--- src/hw/tszsc_consts.vh ---
// Register indices, field positions, codes and reset values of the timeslot control block
`ifndef TSZSC_CONSTS_VH
`define TSZSC_CONSTS_VH

`define TSZSC_IDX_SIG_LINK   10'h010A
`define TSZSC_IDX_PART       10'h01FE
`define TSZSC_IDX_REV        10'h01FF
`define TSZSC_IDX_SLOT_FIRST 10'h0300
`define TSZSC_IDX_SLOT_LAST  10'h0317

`define TSZSC_LINK_MSB       7
`define TSZSC_LINK_LSB       6
`define TSZSC_ZS_MSB         5
`define TSZSC_ZS_LSB         4
`define TSZSC_DE_MSB         3
`define TSZSC_DE_LSB         2

`define TSZSC_LINK_C1        2'h0
`define TSZSC_LINK_C2        2'h1
`define TSZSC_LINK_DE        2'h2
`define TSZSC_LINK_C3        2'h3

`define TSZSC_ZS_NONE        2'h0
`define TSZSC_ZS_BIT7        2'h1
`define TSZSC_ZS_BIT8        2'h2
`define TSZSC_ZS_DDS         2'h3

`define TSZSC_OCTET_ZERO     8'h00
`define TSZSC_OCTET_BIT7     8'h02
`define TSZSC_OCTET_BIT8     8'h01
`define TSZSC_OCTET_DDS      8'h98

`define TSZSC_SLOT_RESET     8'h00
`define TSZSC_SIG_LINK_RESET 8'h00
`define TSZSC_HSIZE_WORD     3'h2
`define TSZSC_HTRANS_NONSEQ  2'h2

`endif

--- src/hw/tszsc_zero_supp.v ---
// Zero code suppression of one outgoing timeslot octet
`timescale 1ns/1ps
`include "tszsc_consts.vh"

module tszsc_zero_supp (
    input  wire [1:0] mode_i,
    input  wire       sig_frame_i,
    input  wire [7:0] octet_i,
    output reg  [7:0] octet_o
);

    wire is_zero;

    assign is_zero = (octet_i == `TSZSC_OCTET_ZERO);

    // Bit 1 is the octet MSB, bit 8 the LSB
    always @* begin
        octet_o = octet_i;
        if (is_zero) begin
            case (mode_i)
                `TSZSC_ZS_NONE: octet_o = octet_i;
                `TSZSC_ZS_BIT7: octet_o = `TSZSC_OCTET_BIT7;
                `TSZSC_ZS_BIT8: begin
                    if (sig_frame_i) begin
                        octet_o = `TSZSC_OCTET_BIT7;
                    end else begin
                        octet_o = `TSZSC_OCTET_BIT8;
                    end
                end
                `TSZSC_ZS_DDS:  octet_o = `TSZSC_OCTET_DDS;
                default:        octet_o = octet_i;
            endcase
        end
    end

endmodule

--- src/hw/tszsc_ctrl.v ---
// AHB-Lite register file and per-timeslot transmit control of the T1 outbound stream
`timescale 1ns/1ps
`include "tszsc_consts.vh"

// Operation
// - Twenty-four slot control registers, consecutive indices.
// - Link select 00/01/11 picks controller 1/2/3.
// - Link select 10 uses D/E source field.
// - Zero mode 00 sends octet untouched.
// - Zero mode 01 stuffs bit 7.
// - Mode 10: bit 8, or bit 7 signaling.
// - Mode 11 replaces an all-zero octet with 0x98.
// - Read-only part identifier, writes ignored.
// - Read-only revision identifier, value may change.
module tszsc_ctrl #(
    parameter       SLOTS     = 24,
    parameter       ADDR_W    = 12,
    parameter [7:0] PART_CODE = 8'hA7,
    parameter [7:0] REV_CODE  = 8'h5A
) (
    input  wire              clk_i,
    input  wire              rst_n_i,
    input  wire              hsel_i,
    input  wire [ADDR_W-1:0] haddr_i,
    input  wire [1:0]        htrans_i,
    input  wire              hwrite_i,
    input  wire [2:0]        hsize_i,
    input  wire [31:0]       hwdata_i,
    input  wire              hready_i,
    output wire              hreadyout_o,
    output wire              hresp_o,
    output reg  [31:0]       hrdata_o,
    input  wire              ts_valid_i,
    input  wire [4:0]        ts_slot_i,
    input  wire [7:0]        ts_octet_i,
    input  wire              ts_sig_frame_i,
    output reg               line_valid_o,
    output reg  [4:0]        line_slot_o,
    output reg  [7:0]        line_octet_o,
    output reg  [2:0]        line_link_ctrl_o,
    output reg               line_de_ext_o,
    output reg  [1:0]        line_de_src_o
);

    localparam [2:0] ST_IDLE = 3'b001;
    localparam [2:0] ST_WR   = 3'b010;
    localparam [2:0] ST_RD   = 3'b100;

    reg  [2:0] state;
    reg  [2:0] next_state;
    reg  [9:0] dp_idx;
    reg        dp_ok;
    reg        rd_fill;
    reg        next_rd_fill;
    reg  [7:0] slot_ctrl [0:SLOTS-1];
    reg  [7:0] sig_link;
    reg  [7:0] rd_byte;
    reg        next_line_valid;
    reg  [4:0] next_line_slot;
    reg  [7:0] next_line_octet;
    reg  [2:0] next_line_link;
    reg        next_line_de;
    reg  [1:0] next_line_src;

    wire       addr_take;
    wire       word_ok;
    wire [7:0] cur_ctrl;
    wire       cur_hit;
    wire [1:0] cur_link;
    wire [1:0] cur_zs;
    wire [7:0] supp_octet;
    wire [3:0] route;
    wire       wr_slot;
    wire       wr_sig;

    integer    k;

    function slot_hit;
        input [9:0] idx;
        begin
            slot_hit = (idx >= `TSZSC_IDX_SLOT_FIRST) && (idx <= `TSZSC_IDX_SLOT_LAST);
        end
    endfunction

    function [4:0] slot_of;
        input [9:0] idx;
        reg   [9:0] diff;
        begin
            diff    = idx - `TSZSC_IDX_SLOT_FIRST;
            slot_of = diff[4:0];
        end
    endfunction

    // Route of a slot: bit 3 D/E source, bits 2:0 one transmit controller
    function [3:0] link_route;
        input       hit;
        input [1:0] link;
        begin
            link_route = 4'h0;
            if (hit) begin
                case (link)
                    `TSZSC_LINK_C1: link_route = 4'h1;
                    `TSZSC_LINK_C2: link_route = 4'h2;
                    `TSZSC_LINK_C3: link_route = 4'h4;
                    `TSZSC_LINK_DE: link_route = 4'h8;
                    default:        link_route = 4'h0;
                endcase
            end
        end
    endfunction

    // Address phase acceptance
    assign addr_take   = hsel_i && hready_i && (htrans_i == `TSZSC_HTRANS_NONSEQ);
    assign word_ok     = (hsize_i == `TSZSC_HSIZE_WORD) && (haddr_i[1:0] == 2'h0);
    assign hreadyout_o = !(state == ST_RD && rd_fill);
    assign hresp_o     = 1'b0;

    always @* begin
        next_state   = ST_IDLE;
        next_rd_fill = 1'b0;
        case (state)
            ST_IDLE, ST_WR: begin
                if (addr_take) begin
                    next_state   = hwrite_i ? ST_WR : ST_RD;
                    next_rd_fill = !hwrite_i;
                end
            end
            ST_RD: begin
                if (rd_fill) begin
                    next_state   = ST_RD;
                    next_rd_fill = 1'b0;
                end else if (addr_take) begin
                    next_state   = hwrite_i ? ST_WR : ST_RD;
                    next_rd_fill = !hwrite_i;
                end
            end
            default: begin
                next_state   = ST_IDLE;
                next_rd_fill = 1'b0;
            end
        endcase
    end

    always @(posedge clk_i) begin
        if (!rst_n_i) begin
            state   <= ST_IDLE;
            rd_fill <= 1'b0;
            dp_idx  <= 10'h000;
            dp_ok   <= 1'b0;
        end else begin
            state   <= next_state;
            rd_fill <= next_rd_fill;
            if (hreadyout_o && addr_take) begin
                dp_idx <= haddr_i[11:2];
                dp_ok  <= word_ok;
            end
        end
    end

    // Write strobes of the data phase; identifiers have none
    assign wr_slot = (state == ST_WR) && dp_ok && slot_hit(dp_idx);
    assign wr_sig  = (state == ST_WR) && dp_ok && (dp_idx == `TSZSC_IDX_SIG_LINK);

    // Register writes in the data phase
    always @(posedge clk_i) begin
        if (!rst_n_i) begin
            for (k = 0; k < SLOTS; k = k + 1) begin
                slot_ctrl[k] <= `TSZSC_SLOT_RESET;
            end
            sig_link <= `TSZSC_SIG_LINK_RESET;
        end else begin
            if (wr_slot) begin
                slot_ctrl[slot_of(dp_idx)] <= hwdata_i[7:0];
            end
            if (wr_sig) begin
                sig_link <= hwdata_i[7:0];
            end
        end
    end

    // Read decode; identifiers ignore writes
    always @* begin
        rd_byte = 8'h00;
        if (dp_ok) begin
            if (slot_hit(dp_idx)) begin
                rd_byte = slot_ctrl[slot_of(dp_idx)];
            end else if (dp_idx == `TSZSC_IDX_SIG_LINK) begin
                rd_byte = sig_link;
            end else if (dp_idx == `TSZSC_IDX_PART) begin
                rd_byte = PART_CODE;
            end else if (dp_idx == `TSZSC_IDX_REV) begin
                rd_byte = REV_CODE;
            end
        end
    end

    always @(posedge clk_i) begin
        if (!rst_n_i) begin
            hrdata_o <= 32'h0000_0000;
        end else if (state == ST_RD && rd_fill) begin
            hrdata_o <= {24'h00_0000, rd_byte};
        end
    end

    // Timeslot octet path
    assign cur_hit  = ({27'h000_0000, ts_slot_i} < SLOTS);
    assign cur_ctrl = cur_hit ? slot_ctrl[ts_slot_i] : `TSZSC_SLOT_RESET;
    assign cur_link = cur_ctrl[`TSZSC_LINK_MSB:`TSZSC_LINK_LSB];
    assign cur_zs   = cur_hit ? cur_ctrl[`TSZSC_ZS_MSB:`TSZSC_ZS_LSB] : `TSZSC_ZS_NONE;

    tszsc_zero_supp u_zero_supp (
        .mode_i      (cur_zs),
        .sig_frame_i (ts_sig_frame_i),
        .octet_i     (ts_octet_i),
        .octet_o     (supp_octet)
    );

    assign route = link_route(cur_hit, cur_link);

    // Next values of the line outputs; all but line_valid_o hold while no octet arrives
    always @* begin
        next_line_valid = ts_valid_i;
        next_line_slot  = line_slot_o;
        next_line_octet = line_octet_o;
        next_line_link  = line_link_ctrl_o;
        next_line_de    = line_de_ext_o;
        next_line_src   = line_de_src_o;
        if (ts_valid_i) begin
            next_line_slot  = ts_slot_i;
            next_line_octet = supp_octet;
            next_line_link  = route[2:0];
            next_line_de    = route[3];
            if (route[3]) begin
                next_line_src = sig_link[`TSZSC_DE_MSB:`TSZSC_DE_LSB];
            end else begin
                next_line_src = 2'h0;
            end
        end
    end

    always @(posedge clk_i) begin
        if (!rst_n_i) begin
            line_valid_o     <= 1'b0;
            line_slot_o      <= 5'h00;
            line_octet_o     <= 8'h00;
            line_link_ctrl_o <= 3'h0;
            line_de_ext_o    <= 1'b0;
            line_de_src_o    <= 2'h0;
        end else begin
            line_valid_o     <= next_line_valid;
            line_slot_o      <= next_line_slot;
            line_octet_o     <= next_line_octet;
            line_link_ctrl_o <= next_line_link;
            line_de_ext_o    <= next_line_de;
            line_de_src_o    <= next_line_src;
        end
    end

endmodule

--- config.mk ---
export PLATFORM = sky130hd
export DESIGN_NAME = tszsc_ctrl
export DESIGN_NICKNAME = d
export VERILOG_FILES = /design/src/hw/tszsc_zero_supp.v /design/src/hw/tszsc_ctrl.v
export VERILOG_INCLUDE_DIRS = /design/src /design/src/hw
export SDC_FILE = /design/constraint.sdc
export NUM_CORES = 1
export LEC_CHECK = 0
export BUFFER_PORTS_ARGS = -buffer_cell sky130_fd_sc_hd__buf_4
export CORE_AREA = 4 4 248 250
export CTS_CLUSTER_DIAMETER = 30
export CTS_CLUSTER_SIZE = 20
export DETAILED_ROUTE_END_ITERATION = 16
export DIE_AREA = 0 0 252 254
export GPL_ROUTABILITY_DRIVEN = 1
export SKIP_LAST_GASP = 1
export SLEW_MARGIN = 40
export SYNTH_ARGS = -nofsm -noshare
export SYNTH_HDL_FRONTEND = slang
export SYNTH_SLANG_ARGS = --single-unit
export TNS_END_PERCENT = 30
--- constraint.sdc ---
create_clock -name clk_i -period 2.45 [get_ports clk_i]
set_input_delay 0.245 -clock clk_i [delete_from_list [all_inputs] [get_ports clk_i]]
set_output_delay 0.245 -clock clk_i [all_outputs]
set_load 0.05 [all_outputs]
Word level (Yosys, flattened, before mapping)
Memories as Yosys holds them, arrays and structs flattened.
Index checks and enable logic that the tools add are counted.

storage, ports and cells
  register bits = 51
  bits in writable memories = 192
  input port bits = 69
  output and inout bits = 54
  memories kept = 1

operators by class
  $add $sub $neg = 1
  $lt $le $gt $ge = 3
  eq/ne operators = 14
  muxes and demuxes = 27
  reduce and logical (&&, ||, !) cells = 17

memory list
  name       depth  bits a word  read ports  clocked after memory_dff  wr ports  RTL line         text
  slot_ctrl  24     8            2           0                         24        tszsc_ctrl.v:55  reg [7:0] slot_ctrl [0:SLOTS-1];

operators by type and width
  cell                  count
  $mux 8                7
  $pmux 8 s4            1
  $eq 10x9->1 const B   3
  $pmux 4 s4            1
  $eq 2x2->1 const B    5
  $ge 10x10->1 const B  1
  $le 10x10->1 const B  1
  $logic_and 1x1->1     9
  $mux 3                3
  $logic_not 8->1       1
  $reduce_or 8->1       1
  $mux 1                7
  $mux 7                1
  $eq 3x2->1 const B    2
  $logic_not 2->1       3
  $mux 2                3
  $pmux 3 s2            1
  $lt 5x5->1 const B    1
  $mux 5                1
  $sub 5x1->5 const B   1
  $eq 2x1->1 const B    2
  $mux 4                1
  $eq 3x1->1 const B    1
  $eq 3x3->1 const B    1
  other kinds (3)       4

Longest topological paths before layout
  depth in word-level cells = 8
  mapped depth = 10
  gate-level depth less buffers = 6

Hierarchy
A second synthesis with hierarchy kept.

second synthesis, totals
  cell total of the unflattened synthesis = 1,064
  area, all modules = 14,780.4 um^2

modules (own cells, without submodules)
  module           instances  cells an instance  area an instance (um^2)
  tszsc_ctrl       1          1,047              14,676.6
  tszsc_zero_supp  1          17                 103.8

Worst setup path after synthesis
Ideal clock, no wire load.

  path type = register to register
  start = register dp_idx[7]
  end = memory slot_ctrl[20][0] (enable)
  library setup time = 0.384 ns
  arrival time = 2.262 ns
  required time = 2.066 ns
  slack = -0.196 ns
  cell stages (with the launch flop) = 8
  buffers on the path = 2
  clock period less this slack = 2.646 ns
  cell sequence = dfxtp_1 nor3_1 and4_1 buf_2 nand3_1 or3_1 clkbuf_1 o21ai_0

RTL lines
  element                 RTL line          text
  from (decl)             tszsc_ctrl.v:51   reg [9:0] dp_idx;
  from (signal assigned)  tszsc_ctrl.v:154  dp_idx <= haddr_i[11:2];
  to (decl)               tszsc_ctrl.v:55

==> impl_metrics.json <==
{
  "worstMarginPinSlew_ps": 686,
  "ys_ff_latch": 312,
  "grt_first_pass_wirelength_um": 60800,
  "start_util_pct": 25.0,
  "cts-root-buf": "clkbuf_16",
  "max-vdd-ir-drop_mv": 0.590,
  "cts_buffers": 69,
  "synth_cell_type_count": 48,
  "path_cells": "buf_4 > mux4_2 > mux4_2 > mux2i_1 > nand2_1 > a32oi_1 > nor2b_1",
  "period_needed_ps": 2350,
  "worst_setup_path_end_kind": "flip-flop",
  "report.final.slew_viol_count": 0,
  "p_leak_uw": 0.00714,
  "cts_max_level": 3,
  "die_area_mm2": 0.0640,
  "final_hold_viol_count": 0,
  "clkTransAtPathRegs_ps": 40,
  "area_growth_pct": 31.6,
  "viasPerCell": 4.48,
  "hp-class": "primary input to flip-flop",
  "cts_tree": "done",
  "slowest_delay_ps": 580,
  "async_flop_share_pct": 0,
  "synth_area_mm2": 0.0148,
  "yosysSeqAreaShare_pct": 59.7,
  "startpoint_type": "flip-flop",
  "die_x_um": 252,
  "drtAntennaViolNets": 0,
  "synth-edff-count": 256,
  "cp.required_ps": 2890,
  "rows": 89,
  "worst-setup-path-type": "flip-flop to flip-flop",
  "fin_worst_skew_ps": 12.5,
  "first_pass_iters": 7,
  "portBuffers": 73,
  "post-route-drc-count": 0,
  "p_per_area_mw_per_mm2": 839,
  "cp.arrival_ps": 2790,
  "gp_congestion": 0.849,
  "drt_iter0_drc": 778,
  "maxSlewHeadroom_pct": 54.2,
  "min_period_over_period_pct": 95.9,
  "crit_path_frequent_cell": "mux4_2",
  "finalPower_uw": 16300,
  "cp_slowest_cell": "mux4_2",
  "wire_per_inst_um": 19.0,
  "grt_pass1_vias": 9921,
  "clock_sinks": 312,
  "synthTopCellsByCount": "edfxtp_1 (256), and2_1 (196), mux4_2 (76)",
  "nNetsFinal": 1369,
  "placed_area_mm2": 0.0168,
  "yosysWarningCount": 0,
  "fmax_ghz": 0.426,
  "ios": 123,
  "maxCapViolCount": 0,
  "synthCells": 1059,
  "yosysMostFrequentCell": "edfxtp_1",
  "synth.area.top_cells": "edfxtp_1 (52%), mux4_2 (12%), and2_1 (8.3%)",
  "die_y_um": 254,
  "setup_viol": 0,
  "synth_top_flop_cell": "edfxtp_1",
  "drive_above_1_share_pct": 27.4,
  "setup_tns_ps": 0,
  "syn_avg_cell_area_um2": 13.9,
  "post_cts_buffers": 0,
  "clkLatencyLatePin_ps": 570,
  "grt_max_degree": 50,
  "rsz0062_at_grt": "yes",
  "outcome": "completed",
  "cts.path.max_buffers": 3,
  "coreArea_mm2": 0.0590,
  "dp_hpwl_um": 27600,
  "grt_usage_pct": 12.5,
  "finalInstanceArea_mm2": 0.0194,
  "yosysTopAreaCellShare_pct": 52.1,
  "totalWireLength_um": 40400,
  "grt_overflow": 0,
  "antenna_found_initial": 0,
  "crit_fanout": 10,
  "vias": 9540,
  "yosysTopAreaCell": "edfxtp_1"
}
-- sequential cells by signal, indices dropped and copies added (netlist names), 2 cells and up, named ones only --
name	count
state	3
sig_link	8
hrdata_o	8
slot_ctrl	256
line_link_ctrl_o	3
dp_idx	10
line_octet_o	8
line_slot_o	5
line_de_src_o	2
-- power breakdown --
| part | switching, µW | internal (µW) | leakage [µW] |
|---|---|---|---|
| Clock | 3000 | 6260 | 0.00113 |
| Combinational | 605 | 376 | 0.00294 |
| Sequential | 90.6 | 5970 | 0.00306 |
| Total | 3690 | 12600 | 0.00714 |
-- critical path, delay by kind of cell, from the launching register on --
kind | cells | cell delay (ps)
flops | 1 | 390
buf+inv | 1 | 250
mux | 3 | 1200
compound gates | 1 | 210
simple gates | 2 | 160
-- layout by cell type, fill, tap and decap left out, types with 12 or more instances in the layout --
cell	netlist	routed
nor2b_1	31	31
conb_1	1	89
buf_4	33	149
and2_1	196	196
nor2_1	33	31
clkbuf_1	45	12
clkbuf_16	0	71
dfxtp_1	56	53
edfxtp_1	256	256
nand2_1	53	53
mux4_2	76	76
a22oi_1	19	19
mux2i_1	75	75
a21oi_1	14	14
dlygate4sd3_1	0	19
a21boi_0	16	16
o21ai_0	41	37
-- area by class of cell --
cell class / instances / area (µm²)
Fill cell: 5730 / 39600
Sequential cell: 312 / 8810
Multi-Input combinational cell: 734 / 5780
Clock buffer: 85 / 1850
Timing Repair Buffer: 176 / 1460
Tap cell: 773 / 967
Clock inverter: 41 / 514
Inverter: 7 / 26.3
Antenna cell: 1 / 2.50
-- worst paths after layout --
kind	start	to	slack, ps	depth (start not counted)
setup / recovery	flip-flop	hrdata_o[0]	100	7
hold / removal	haddr_i[5]	flip-flop	10	3
setup reg to reg	flip-flop	hrdata_o[0]	100	7
hold reg to reg	line_link_ctrl_o[0]	line_link_ctrl_o[0]	470	2
-- per-layer routing --
| metal | track usage (%) | up-vias | wire length [µm] |
|---|---|---|---|
| li1 | - | 4354 | - |
| met1 | 16.1 | 4819 | 17100 |
| met2 | 21.1 | 310 | 19700 |
| met3 | 2.57 | 57 | 2440 |
| met4 | 4.48 | 0 | 1140 |
| met5 | 0 | - | 0 |
-- per-stage QoR --
step	hold slack, ps	worst slack, ps	util (%)	std cells
2_1_floorplan	317	-196	-	1147
3_3_place_gp	422	37.2	28.5	1983
3_5_place_dp	423	-11.4	28.5	1983
4_1_cts	1.25	-62.1	32.9	2128
5_1_grt	36.3	-39.0	32.9	2128
6_report	13.4	101	32.9	2129
-- kinds of logic (layout without fill, tap and decap cells) --
kind of cell    count (synthesis)  in the layout  synth area share (%)
compound gates                123            123                  5.35
xor+xnor                        1              1                0.0594
buf+inv                       101            309                  3.52
flops                         312            312                  59.7
mux                           157            157                  17.1
other cells                     1             90                0.0254
simple gates                  364            364                  14.2
-- what timing repair did --
action | CTS | global route
hold endpoints to repair | 21 | 0
resized for setup | 1 | 9
endpoints found under the setup margin | 20 | 249
hold buffers | 19 | 0
Note: power is estimated with default switching activity, not from simulation.
